<file path="config.mk">
export PLATFORM = sky130hd
export DESIGN_NAME = bomt_transceiver
export DESIGN_NICKNAME = d
export VERILOG_FILES = /design/src/logic/bomt_pkg.sv /design/src/logic/bomt_transceiver.sv /design/src/logic/bomt_rx_detect.sv /design/src/logic/bomt_tx_pattern.sv
export SDC_FILE = /design/constraint.sdc
export NUM_CORES = 1
export LEC_CHECK = 0
export ABC_CLOCK_PERIOD_IN_PS = 2100
export BUFFER_PORTS_ARGS = -buffer_cell sky130_fd_sc_hd__clkbuf_2
export CORE_ASPECT_RATIO = 1.5
export CORE_MARGIN = 8
export CORE_UTILIZATION = 39
export CTS_CLUSTER_SIZE = 28
export DETAILED_ROUTE_END_ITERATION = 10
export PLACE_DENSITY = 0.68
export SLEW_MARGIN = 20
export SYNTH_ARGS = -nofsm -noshare
export SYNTH_HDL_FRONTEND = slang
export SYNTH_HIERARCHICAL = 1
export SYNTH_SLANG_ARGS = --single-unit
</file>
<file path="constraint.sdc">
create_clock -name sys_clk -period 2.1 [get_ports sys_clk]
set_input_delay 0.21 -clock sys_clk [delete_from_list [all_inputs] [get_ports sys_clk]]
set_output_delay 0.21 -clock sys_clk [all_outputs]
set_load 0.01 [all_outputs]
</file>
<file path="src/logic/bomt_pkg.sv">
// Constants, register map and carriers for the codeword transceiver
// Assumes an 8-bit processor port with a one-cycle read and write strobe
package bomt_pkg;
  // ----------------------------------------------------------------
  // Register map
  // ----------------------------------------------------------------
  localparam logic [7:0] BOMT_ADDR_CTRL = 8'hA0;
  localparam logic [7:0] BOMT_ADDR_TXCW = 8'hA1;
  localparam logic [7:0] BOMT_ADDR_RXCW = 8'hA2;
  localparam logic [7:0] BOMT_ADDR_STAT = 8'hA3;
  localparam logic [7:0] BOMT_CTRL_RESET = 8'h00;
  // Control field positions
  localparam int BOMT_CTRL_RXEN_BIT = 7;
  localparam int BOMT_CTRL_INTEG_BIT = 6;
  localparam int BOMT_CTRL_RXLEN_LSB = 4;
  localparam int BOMT_CTRL_TXLEN_LSB = 2;
  localparam int BOMT_CTRL_MODE_LSB = 0;
  // Receive codeword and status bits
  localparam int BOMT_RX_OVERRUN_BIT = 7;
  localparam int BOMT_RX_VALID_BIT = 6;
  localparam int BOMT_STAT_TXACT_BIT = 7;
  localparam int BOMT_STAT_RXACT_BIT = 6;
  // ----------------------------------------------------------------
  // Pattern and timing
  // ----------------------------------------------------------------
  localparam int BOMT_PAT_BITS = 16;
  localparam logic [7:0] BOMT_FLAG_ONES = 8'hFF;
  localparam int BOMT_ABORT_BITS = 8;
  localparam logic [4:0] BOMT_CNT_ONE = 5'h01;
  localparam logic [4:0] BOMT_CNT_TEN = 5'h0A;
  localparam logic [4:0] BOMT_CNT_TWENTYFIVE = 5'h19;
  // Length selector and mode codes
  localparam logic [1:0] BOMT_LEN_1 = 2'h0;
  localparam logic [1:0] BOMT_LEN_10 = 2'h1;
  localparam logic [1:0] BOMT_LEN_25 = 2'h2;
  localparam logic [1:0] BOMT_LEN_CONT = 2'h3;
  localparam logic [1:0] BOMT_MODE_CW_PRIO = 2'h2;
  localparam logic [1:0] BOMT_MODE_DL_PRIO = 2'h3;
  // Carrier for the processor port
  typedef struct packed {
    logic wr;
    logic rd;
    logic [7:0] addr;
    logic [7:0] wdata;
  } bomt_cpu_t;
  // Decode of a length selector into a pattern count
  function automatic logic [4:0] bomt_len_count(input logic [1:0] sel);
    unique case (sel)
      BOMT_LEN_10: bomt_len_count = BOMT_CNT_TEN;
      BOMT_LEN_25: bomt_len_count = BOMT_CNT_TWENTYFIVE;
      default: bomt_len_count = BOMT_CNT_ONE;
    endcase
  endfunction
endpackage

</file>
<file path="src/logic/bomt_transceiver.sv">
// Codeword message transceiver: registers, receive qualifier, transmit arbiter
// Assumes bit enables from the framer timebases on sys_clk, link inputs on sys_clk
`timescale 1ns/1ns
module bomt_transceiver
  import bomt_pkg::*;
(
  input wire logic sys_clk,
  input wire logic rst,
  input wire bomt_pkg::bomt_cpu_t cpu,
  output logic [7:0] cpu_rdata,
  input wire logic rx_bit_en,
  input wire logic rx_bit,
  input wire logic tx_bit_en,
  input wire logic link_tx_bit,
  input wire logic link_buf_empty,
  input wire logic link_idle,
  input wire logic report_pending,
  output logic tx_bit,
  output logic link_abort,
  output logic link_hold,
  output logic rx_irq,
  output logic tx_irq
);
  import bomt_pkg::*;

  typedef enum logic [1:0] {
    BOMT_TX_IDLE = 2'b00,
    BOMT_TX_WAIT = 2'b01,
    BOMT_TX_SEND = 2'b10
  } bomt_tx_state_t;

  logic [7:0] ctrl_reg;
  logic [5:0] rx_code_reg;
  logic rx_valid_reg;
  logic rx_over_reg;
  logic rx_act_reg;
  logic [5:0] cand_reg;
  logic [4:0] cnt_reg;
  logic [5:0] tx_code_reg;
  logic tx_pend_reg;
  logic [4:0] tx_cnt_reg;
  logic tx_act_reg;
  logic [3:0] abort_cnt_reg;
  bomt_tx_state_t tx_state_reg;
  logic pat_hit;
  logic [5:0] pat_code;
  logic pat_abut;
  logic ser_busy;
  logic ser_bit;
  logic ser_last;
  logic ser_start;
  logic wr_ctrl;
  logic wr_txcw;
  logic rd_rxcw;
  logic [1:0] rx_len;
  logic [1:0] tx_len;
  logic [1:0] tx_mode;
  logic integ;
  logic [4:0] rx_need;
  logic qualify;
  logic tx_grant;

  assign wr_ctrl = cpu.wr && (cpu.addr == BOMT_ADDR_CTRL);
  assign wr_txcw = cpu.wr && (cpu.addr == BOMT_ADDR_TXCW);
  assign rd_rxcw = cpu.rd && (cpu.addr == BOMT_ADDR_RXCW);
  assign rx_len = ctrl_reg[BOMT_CTRL_RXLEN_LSB +: 2];
  assign tx_len = ctrl_reg[BOMT_CTRL_TXLEN_LSB +: 2];
  assign tx_mode = ctrl_reg[BOMT_CTRL_MODE_LSB +: 2];
  assign integ = ctrl_reg[BOMT_CTRL_INTEG_BIT];

  // ----------------------------------------------------------------
  // Processor port
  // ----------------------------------------------------------------
  // Control register
  always_ff @(posedge sys_clk) begin
    if (rst) begin
      ctrl_reg <= BOMT_CTRL_RESET;
    end else if (wr_ctrl) begin
      ctrl_reg <= cpu.wdata;
    end
  end

  // Registered read data; unmapped addresses read zero
  always_ff @(posedge sys_clk) begin
    if (rst) begin
      cpu_rdata <= 8'h00;
    end else if (cpu.rd) begin
      unique case (cpu.addr)
        BOMT_ADDR_CTRL: cpu_rdata <= ctrl_reg;
        BOMT_ADDR_RXCW: cpu_rdata <= {rx_over_reg, rx_valid_reg, rx_code_reg};
        BOMT_ADDR_STAT: cpu_rdata <= {tx_act_reg, rx_act_reg, 6'h00};
        default: cpu_rdata <= 8'h00;
      endcase
    end
  end

  // ----------------------------------------------------------------
  // Receive qualifier
  // ----------------------------------------------------------------
  bomt_rx_detect u_rx_detect (
    .sys_clk(sys_clk),
    .rst(rst),
    .enable(ctrl_reg[BOMT_CTRL_RXEN_BIT]),
    .bit_en(rx_bit_en),
    .bit_in(rx_bit),
    .pat_hit(pat_hit),
    .pat_code(pat_code),
    .pat_abut(pat_abut)
  );

  // Threshold in counted patterns, plus one under integration
  assign rx_need = bomt_len_count(rx_len) + (integ ? 5'h01 : 5'h00);

  // Count identical patterns; a differing codeword restarts the count
  always_ff @(posedge sys_clk) begin
    if (rst || !ctrl_reg[BOMT_CTRL_RXEN_BIT]) begin
      cand_reg <= 6'h00;
      cnt_reg <= 5'h00;
      rx_act_reg <= 1'b0;
      qualify <= 1'b0;
    end else begin
      qualify <= 1'b0;
      if (pat_hit) begin
        if (rx_len == BOMT_LEN_CONT) begin
          // Update on change: new codeword qualifies at once
          cand_reg <= pat_code;
          qualify <= (pat_code != rx_code_reg) || (cnt_reg == 5'h00);
          cnt_reg <= 5'h01;
        end else if (pat_code != cand_reg || cnt_reg == 5'h00 ||
                     (integ && !pat_abut)) begin
          cand_reg <= pat_code;
          cnt_reg <= 5'h01;
          qualify <= (rx_need == 5'h01);
          rx_act_reg <= (rx_need > 5'h02);
        end else if (cnt_reg + 5'h01 >= rx_need) begin
          cnt_reg <= 5'h00;
          qualify <= 1'b1;
          rx_act_reg <= 1'b0;
        end else begin
          cnt_reg <= cnt_reg + 5'h01;
        end
      end
    end
  end

  // Stored codeword and flags; a load sets valid over a read clear, but a read in the same cycle clears overrun
  always_ff @(posedge sys_clk) begin
    if (rst) begin
      rx_code_reg <= 6'h00;
      rx_valid_reg <= 1'b0;
      rx_over_reg <= 1'b0;
      rx_irq <= 1'b0;
    end else begin
      rx_irq <= qualify;
      if (qualify) begin
        rx_code_reg <= cand_reg;
        rx_valid_reg <= 1'b1;
        if (rx_valid_reg && !rd_rxcw) begin
          rx_over_reg <= 1'b1;
        end else if (rd_rxcw) begin
          rx_over_reg <= 1'b0;
        end
      end else if (rd_rxcw) begin
        rx_valid_reg <= 1'b0;
        rx_over_reg <= 1'b0;
      end
    end
  end

  // ----------------------------------------------------------------
  // Transmit message sequencer
  // ----------------------------------------------------------------
  bomt_tx_pattern u_tx_pattern (
    .sys_clk(sys_clk),
    .rst(rst),
    .bit_en(tx_bit_en),
    .start(ser_start),
    .code(tx_code_reg),
    .busy(ser_busy),
    .bit_out(ser_bit),
    .last_bit(ser_last)
  );

  // Channel grant: reports first, then codewords by mode
  assign tx_grant = !report_pending && ((tx_mode == BOMT_MODE_CW_PRIO) ||
                    (link_buf_empty && link_idle));
  assign ser_start = (tx_state_reg == BOMT_TX_SEND) && !ser_busy && tx_grant;

  // Pending flag clear condition: idle, or waiting with the channel granted; the state machine does not use it
  function automatic logic tx_irq_next();
    tx_irq_next = (tx_state_reg == BOMT_TX_IDLE) ||
                  ((tx_state_reg == BOMT_TX_WAIT) && tx_grant);
  endfunction

  // Pending codeword, taken only when the transmitter is enabled
  always_ff @(posedge sys_clk) begin
    if (rst) begin
      tx_code_reg <= 6'h00;
      tx_pend_reg <= 1'b0;
    end else if (wr_txcw && tx_mode[1]) begin
      tx_code_reg <= cpu.wdata[5:0];
      tx_pend_reg <= 1'b1;
    end else if (tx_state_reg != BOMT_TX_SEND && tx_pend_reg && tx_irq_next()) begin
      tx_pend_reg <= 1'b0;
    end
  end

  // Pattern count, active status and start interrupt
  always_ff @(posedge sys_clk) begin
    if (rst || !tx_mode[1]) begin
      tx_state_reg <= BOMT_TX_IDLE;
      tx_cnt_reg <= 5'h00;
      tx_act_reg <= 1'b0;
      tx_irq <= 1'b0;
    end else begin
      tx_irq <= 1'b0;
      unique case (tx_state_reg)
        BOMT_TX_IDLE: begin
          if (tx_pend_reg) begin
            tx_state_reg <= BOMT_TX_WAIT;
          end
        end
        BOMT_TX_WAIT: begin
          if (tx_grant) begin
            tx_state_reg <= BOMT_TX_SEND;
            tx_cnt_reg <= 5'h00;
            tx_act_reg <= 1'b1;
            tx_irq <= 1'b1;
          end
        end
        BOMT_TX_SEND: begin
          if (ser_last) begin
            if (tx_len != BOMT_LEN_CONT &&
                tx_cnt_reg + 5'h01 >= bomt_len_count(tx_len)) begin
              tx_act_reg <= 1'b0;
              tx_state_reg <= BOMT_TX_IDLE;
            end else begin
              tx_cnt_reg <= tx_cnt_reg + 5'h01;
            end
          end
        end
        default: tx_state_reg <= BOMT_TX_IDLE;
      endcase
    end
  end

  // Link abort under codeword priority, counted in bit times
  always_ff @(posedge sys_clk) begin
    if (rst) begin
      abort_cnt_reg <= 4'h0;
      link_abort <= 1'b0;
    end else if (tx_state_reg == BOMT_TX_IDLE || tx_mode != BOMT_MODE_CW_PRIO) begin
      abort_cnt_reg <= 4'h0;
      link_abort <= 1'b0;
    end else if (tx_bit_en && abort_cnt_reg != 4'(BOMT_ABORT_BITS - 1)) begin
      abort_cnt_reg <= abort_cnt_reg + 4'h1;
    end else if (abort_cnt_reg == 4'(BOMT_ABORT_BITS - 1)) begin
      link_abort <= 1'b1;
    end
  end

  // Output mux: codeword bits only mid-pattern, so yielding waits for a boundary
  always_ff @(posedge sys_clk) begin
    if (rst) begin
      tx_bit <= 1'b1;
      link_hold <= 1'b0;
    end else begin
      link_hold <= ser_busy || ((tx_state_reg == BOMT_TX_SEND) && tx_grant);
      tx_bit <= ser_busy ? ser_bit : link_tx_bit;
    end
  end

  // ----------------------------------------------------------------
  // Checks
  // ----------------------------------------------------------------
  chk_irq_with_load: assert property (@(posedge sys_clk) disable iff (rst)
    qualify |=> rx_irq && rx_valid_reg && rx_code_reg == $past(cand_reg))
    else $error("receive load and interrupt not together");
  chk_overrun_set: assert property (@(posedge sys_clk) disable iff (rst)
    qualify && rx_valid_reg && !rd_rxcw |=> rx_over_reg)
    else $error("overrun flag not set");
  chk_valid_clear: assert property (@(posedge sys_clk) disable iff (rst)
    rd_rxcw && !qualify |=> !rx_valid_reg)
    else $error("valid flag not cleared on read");
  chk_rx_disabled: assert property (@(posedge sys_clk) disable iff (rst)
    !ctrl_reg[BOMT_CTRL_RXEN_BIT] |=> !qualify && !rx_act_reg)
    else $error("receiver active while disabled");
  chk_ignore_writes: assert property (@(posedge sys_clk) disable iff (rst)
    wr_txcw && !tx_mode[1] && !tx_pend_reg |=> !tx_pend_reg)
    else $error("codeword write taken while disabled");
  chk_start_irq: assert property (@(posedge sys_clk) disable iff (rst)
    $rose(tx_act_reg) |-> tx_irq)
    else $error("no transmit interrupt at message start");
  chk_report_first: assert property (@(posedge sys_clk) disable iff (rst)
    report_pending |-> !ser_start)
    else $error("codeword started over a pending report");
  chk_link_pause: assert property (@(posedge sys_clk) disable iff (rst)
    tx_mode == BOMT_MODE_DL_PRIO && !link_buf_empty |-> !ser_start)
    else $error("codeword started with link buffer full");
  chk_single_len: assert property (@(posedge sys_clk) disable iff (rst)
    rx_len == BOMT_LEN_1 && !integ && !rx_act_reg |=> !rx_act_reg)
    else $error("receive active toggled for threshold one");
  cov_rx_qualify: cover property (@(posedge sys_clk) disable iff (rst) rx_irq);
  cov_rx_overrun: cover property (@(posedge sys_clk) disable iff (rst) $rose(rx_over_reg));
  cov_tx_start: cover property (@(posedge sys_clk) disable iff (rst) tx_irq);
  cov_tx_abort: cover property (@(posedge sys_clk) disable iff (rst) link_abort);
endmodule // bomt_transceiver

</file>
<file path="src/logic/bomt_rx_detect.sv">
// Pattern detector for the receive data link bit stream
// Assumes bits arrive with a one-cycle enable on the system clock
`timescale 1ns/1ns
module bomt_rx_detect
  import bomt_pkg::*;
(
  input wire logic sys_clk,
  input wire logic rst,
  input wire logic enable,
  input wire logic bit_en,
  input wire logic bit_in,
  output logic pat_hit,
  output logic [5:0] pat_code,
  output logic pat_abut
);
  logic [15:0] shift_reg;
  logic [4:0] since_reg;
  logic [15:0] shift_next;
  logic match;

  // Newest bit enters at the top; first-sent bit ends up at bit 0
  assign shift_next = {bit_in, shift_reg[15:1]};
  assign match = (shift_next[7:0] == BOMT_FLAG_ONES) && !shift_next[8] && !shift_next[15];

  // ----------------------------------------------------------------
  // Shift and match
  // ----------------------------------------------------------------
  always_ff @(posedge sys_clk) begin
    if (rst || !enable) begin
      shift_reg <= 16'h0000;
      since_reg <= 5'h1F;
      pat_hit <= 1'b0;
      pat_code <= 6'h00;
      pat_abut <= 1'b0;
    end else begin
      pat_hit <= 1'b0;
      if (bit_en) begin
        shift_reg <= shift_next;
        if (since_reg != 5'h1F) begin
          since_reg <= since_reg + 5'h01;
        end
        if (match) begin
          pat_hit <= 1'b1;
          pat_code <= shift_next[14:9];
          // Abutting means the previous pattern ended exactly 16 bits ago
          pat_abut <= (since_reg == 5'(BOMT_PAT_BITS - 1));
          since_reg <= 5'h00;
        end
      end
    end
  end
endmodule // bomt_rx_detect

</file>
<file path="src/logic/bomt_tx_pattern.sv">
// Serialiser that emits codeword patterns one bit per bit enable
// Assumes the caller holds start high only while idle
`timescale 1ns/1ns
module bomt_tx_pattern
  import bomt_pkg::*;
(
  input wire logic sys_clk,
  input wire logic rst,
  input wire logic bit_en,
  input wire logic start,
  input wire logic [5:0] code,
  output logic busy,
  output logic bit_out,
  output logic last_bit
);
  logic [15:0] pat_reg;
  logic [3:0] idx_reg;

  // ----------------------------------------------------------------
  // Serialiser
  // ----------------------------------------------------------------
  always_ff @(posedge sys_clk) begin
    if (rst) begin
      pat_reg <= 16'h0000;
      idx_reg <= 4'h0;
      busy <= 1'b0;
    end else if (start && !busy) begin
      pat_reg <= {1'b0, code, 1'b0, BOMT_FLAG_ONES};
      idx_reg <= 4'h0;
      busy <= 1'b1;
    end else if (busy && bit_en) begin
      idx_reg <= idx_reg + 4'h1;
      if (idx_reg == 4'hF) begin
        busy <= 1'b0;
      end
    end
  end

  assign bit_out = pat_reg[idx_reg];
  assign last_bit = busy && bit_en && (idx_reg == 4'hF);
endmodule // bomt_tx_pattern

</file>
==> summary.md <==
| Metric | Value |
|---|---|
| CTS Buf Count | 9 |
| Post-route minimum period | 2220 ps |
| Number of DRC markers in iteration 0 | between 100 and 150 |
| Setup crit start kind | flip-flop |
| Die width | around 110 um |
| Asr flop ratio synth | 0% |
| TritonCTS clock tree | yes |
| Fmax | 451 MHz |
| Total Routed Length | 11.2 mm |
| Worst hold path cell count | 3 |
| Antenna violations before repair | 0 |
| Die footprint | 16,400 um^2 |
| Synth Net Count | 586 |
| CP max stage cell | dfxtp_2 |
| DRC Markers | 0 |
| Violated checks | setup timing |
| Layout Nets | between 600 and 700 |
| Type of the worst setup path | reg -> reg |
| Clock Tree Root | clkbuf_16 |
| Post-synth EDFFs | 0 |
| Starting Density | 39.4% |
| Final worst slack | -116 ps |
| Max-cap viol count | 0 |
| Area growth from synthesis to layout | 21.8% |
| Fin crit share | 106% |
| Clock transition at the registers of the reported paths | 70 ps |
| Synth unique cells | 58 |
| Die Height | 153 um |
| Final setup viols | 6 |
| # clock sinks | between 100 and 150 |
| Clk buf depth | 2 |
| WP data arrival | 2450 ps |
| Worst hold path class | in -> reg |
| Wire length per cell | between 10 and 15 um |
| Outcome | finished with violations |
| Detail Route Antenna Nets | 0 |
| Diodes inserted | 0 |
| Pwr dens | 613 nW/um^2 |
| Worst-Skew Late Latency | around 350 ps |
| Crit path top cell by count | ha_4 |
| Htree depth | 3 |
| Largest net degree at the start of global routing | 25 |
| Yosys reg bits | 101 |
| Number of core rows | 50 |
| Slowest cell delay on critical path | 330 ps |
| Synth Instances | between 500 and 600 |
| Share of layout cells above drive strength 1 | 22.5% |
| Max reg flops | 15 |
| Worst Setup End Kind | flip-flop |
| Synthesis Warnings | 6 |
| Vias in the first global route | 3,861 |
| Fill cells | 1,156 |
| Crit-path cells | inv_2 -> ha_4 -> inv_4 -> ha_4 -> ha_4 -> inv_4 -> ha_4 -> o211ai_1 -> o21ai_1 -> a21oi_2 -> buf_4 -> mux2i_1 -> o21a_1 |
| Number of vias per cell | between 5 and 6 |
| VDD IR max | 0.330 mV |
| # hold bufs at CTS | 0 |
| Leak pwr | approximately 0.0024 uW |
| Worst endpoint required time | approximately 2300 ps |
| Sequential fraction of the synthesis area | 41.4% |
| Mapped Area | 4880 um^2 |
| GP Congestion | 0.885 |
| Most frequent cells in the layout | dfxtp_1 (97), nor2_1 (66), mux2i_1 (62) |
| Cell area after placement | 5450 um^2 |
| Worst Clk Skew | 7.96 ps |
| Leading cell type in the layout, fill and taps excluded | dfxtp_1 |
| Final hold vios | 0 |
| Grt ovf | 0 |
| PortBufs | 39 |
| Worst R2R Setup Slack | -120 ps |
| First-pass GRT wire length | about 18 mm |
| Relative slew slack | roughly two thirds |
| Critical path peak fanout | 4 |
| Final HPWL DP | between 8 and 9 mm |
| Io pins | 40 |
| RSZ-0062 raised after global routing | true |
| Syn_area_per_cell | about 9.2 um^2 |
| First-pass iteration count of the detailed router | 6 |
| Via count | roughly 4,000 |
| Worst-margin pin slew | 504 ps |
| Post-route cell area | 5950 um^2 |
| Total Routing Usage GR | 13.5% |
| Ys flop type | dfxtp_1 |
| FF-to-FF path depth | 13 |
| Worst hold slack | ~130 ps |
| Core area | roughly 12,000 um^2 |
| Max Slew Vio Count | 0 |
==> path summary, 6_finish.rpt <==
path,startpoint,end
max,ctrl_reg[5],qualify
min,rx_bit,u_rx_detect/shift_reg[15]
max reg2reg,ctrl_reg[5],qualify
min reg2reg,u_rx_detect/pat_abut,u_rx_detect/pat_abut
==> repair_timing <==
action,in CTS,in global routing
pin swaps,12,12
gates resized for setup,24,14
hold endpoints to repair,0,0
endpoints found under the setup margin,15,18
buffers inserted,2,1
==> synthesized netlist by cell type (2+ instances only) <==
| cell type | instances | area [um^2] |
|---|---|---|
| o21ai_1 | 2 | 10.0 |
| xnor2_1 | 11 | 96.3 |
| clkbuf_1 | 10 | 37.5 |
| buf_4 | 2 | 15.0 |
| nor2_1 | 66 | 248 |
| mux2i_1 | 62 | 621 |
| nor3_1 | 7 | 35.0 |
| a21oi_1 | 16 | 80.1 |
| nand2b_1 | 9 | 56.3 |
| o221a_2 | 3 | 33.8 |
| o21ai_0 | 28 | 140 |
| nand2_1 | 45 | 169 |
| a211oi_1 | 4 | 30.0 |
| and3_1 | 2 | 12.5 |
| nand3_1 | 23 | 115 |
| a31oi_1 | 4 | 25.0 |
| o211ai_1 | 2 | 15.0 |
| o31ai_1 | 3 | 22.5 |
| a22oi_1 | 2 | 15.0 |
| buf_1 | 2 | 7.51 |
| and4b_1 | 2 | 20.0 |
| a21o_1 | 2 | 15.0 |
| or3_1 | 4 | 25.0 |
| nand3b_1 | 9 | 67.6 |
| inv_1 | 20 | 75.1 |
| ha_1 | 26 | 325 |
| buf_2 | 8 | 40.0 |
| nor4_1 | 4 | 25.0 |
| buf_6 | 2 | 22.5 |
| xor2_1 | 9 | 78.8 |
| nor2b_1 | 10 | 62.6 |
| nand4_1 | 8 | 50.1 |
| dfxtp_1 | 101 | 2020 |
==> critical path, delay by kind of cell (launching register included) <==
family	cells	cell delay, ps
AO/OA/AOI/OAI	4	670
adder cells (fa/ha/maj)	4	760
buffers and inverters	4	280
flip-flops	1	330
multiplexers	1	70
==> report_power, final <==
group / total (uW) / leakage (uW) / internal, uW / switching, uW
combinational: 103 / 0.00139 / 43.1 / 59.7
clock: 1630 / 0.000144 / 884 / 748
sequential: 1910 / 0.000816 / 1910 / 0.510
total: 3650 / 0.00235 / 2840 / 808
==> final cells by class <==
cell class	instances	area, um^2	area share [%]
Multi-Input combinational cell	387	2840	47.7
Sequential cell	101	2030	34.1
Timing Repair Buffer	79	512	8.60
Clock buffer	11	253	4.25
Tap cell	156	195	3.28
Inverter	21	83.8	1.41
Clock inverter	5	41.3	0.694
==> layer usage <==
layer	track usage [%]	up-vias	routed length [um]
met1	13.7	1863	4390
met5	0	-	0
li1	-	2004	-
met3	3.75	20	518
met4	6.11	0	317
met2	24.8	79	5960
==> logic make-up (layout without fill, tap and decap cells) <==
group,Yosys count,after routing,synth area share (%)
fa+ha+maj,26,26,6.66
flops,101,101,41.4
compound gates,75,75,9.63
mux,63,63,12.9
simple gates,203,203,21.6
xor+xnor,20,20,3.59
buf+inv,45,116,4.12
==> per-stage QoR <==
stage | TNS (ps) | cells | total power [uW] | setup slack, ps | utilization (%)
floorplan | 0 | 533 | 2010 | 18.4 | -
global placement | -911 | 741 | 2060 | -91.2 | 44.0
detailed placement | -2220 | 741 | 2060 | -210 | 44.0
CTS | -317 | 759 | 3690 | -76.8 | 47.4
global route | -956 | 760 | 3780 | -192 | 48.0
finish | -249 | 760 | 3650 | -116 | 48.0
(Power assumes the default switching activity.)
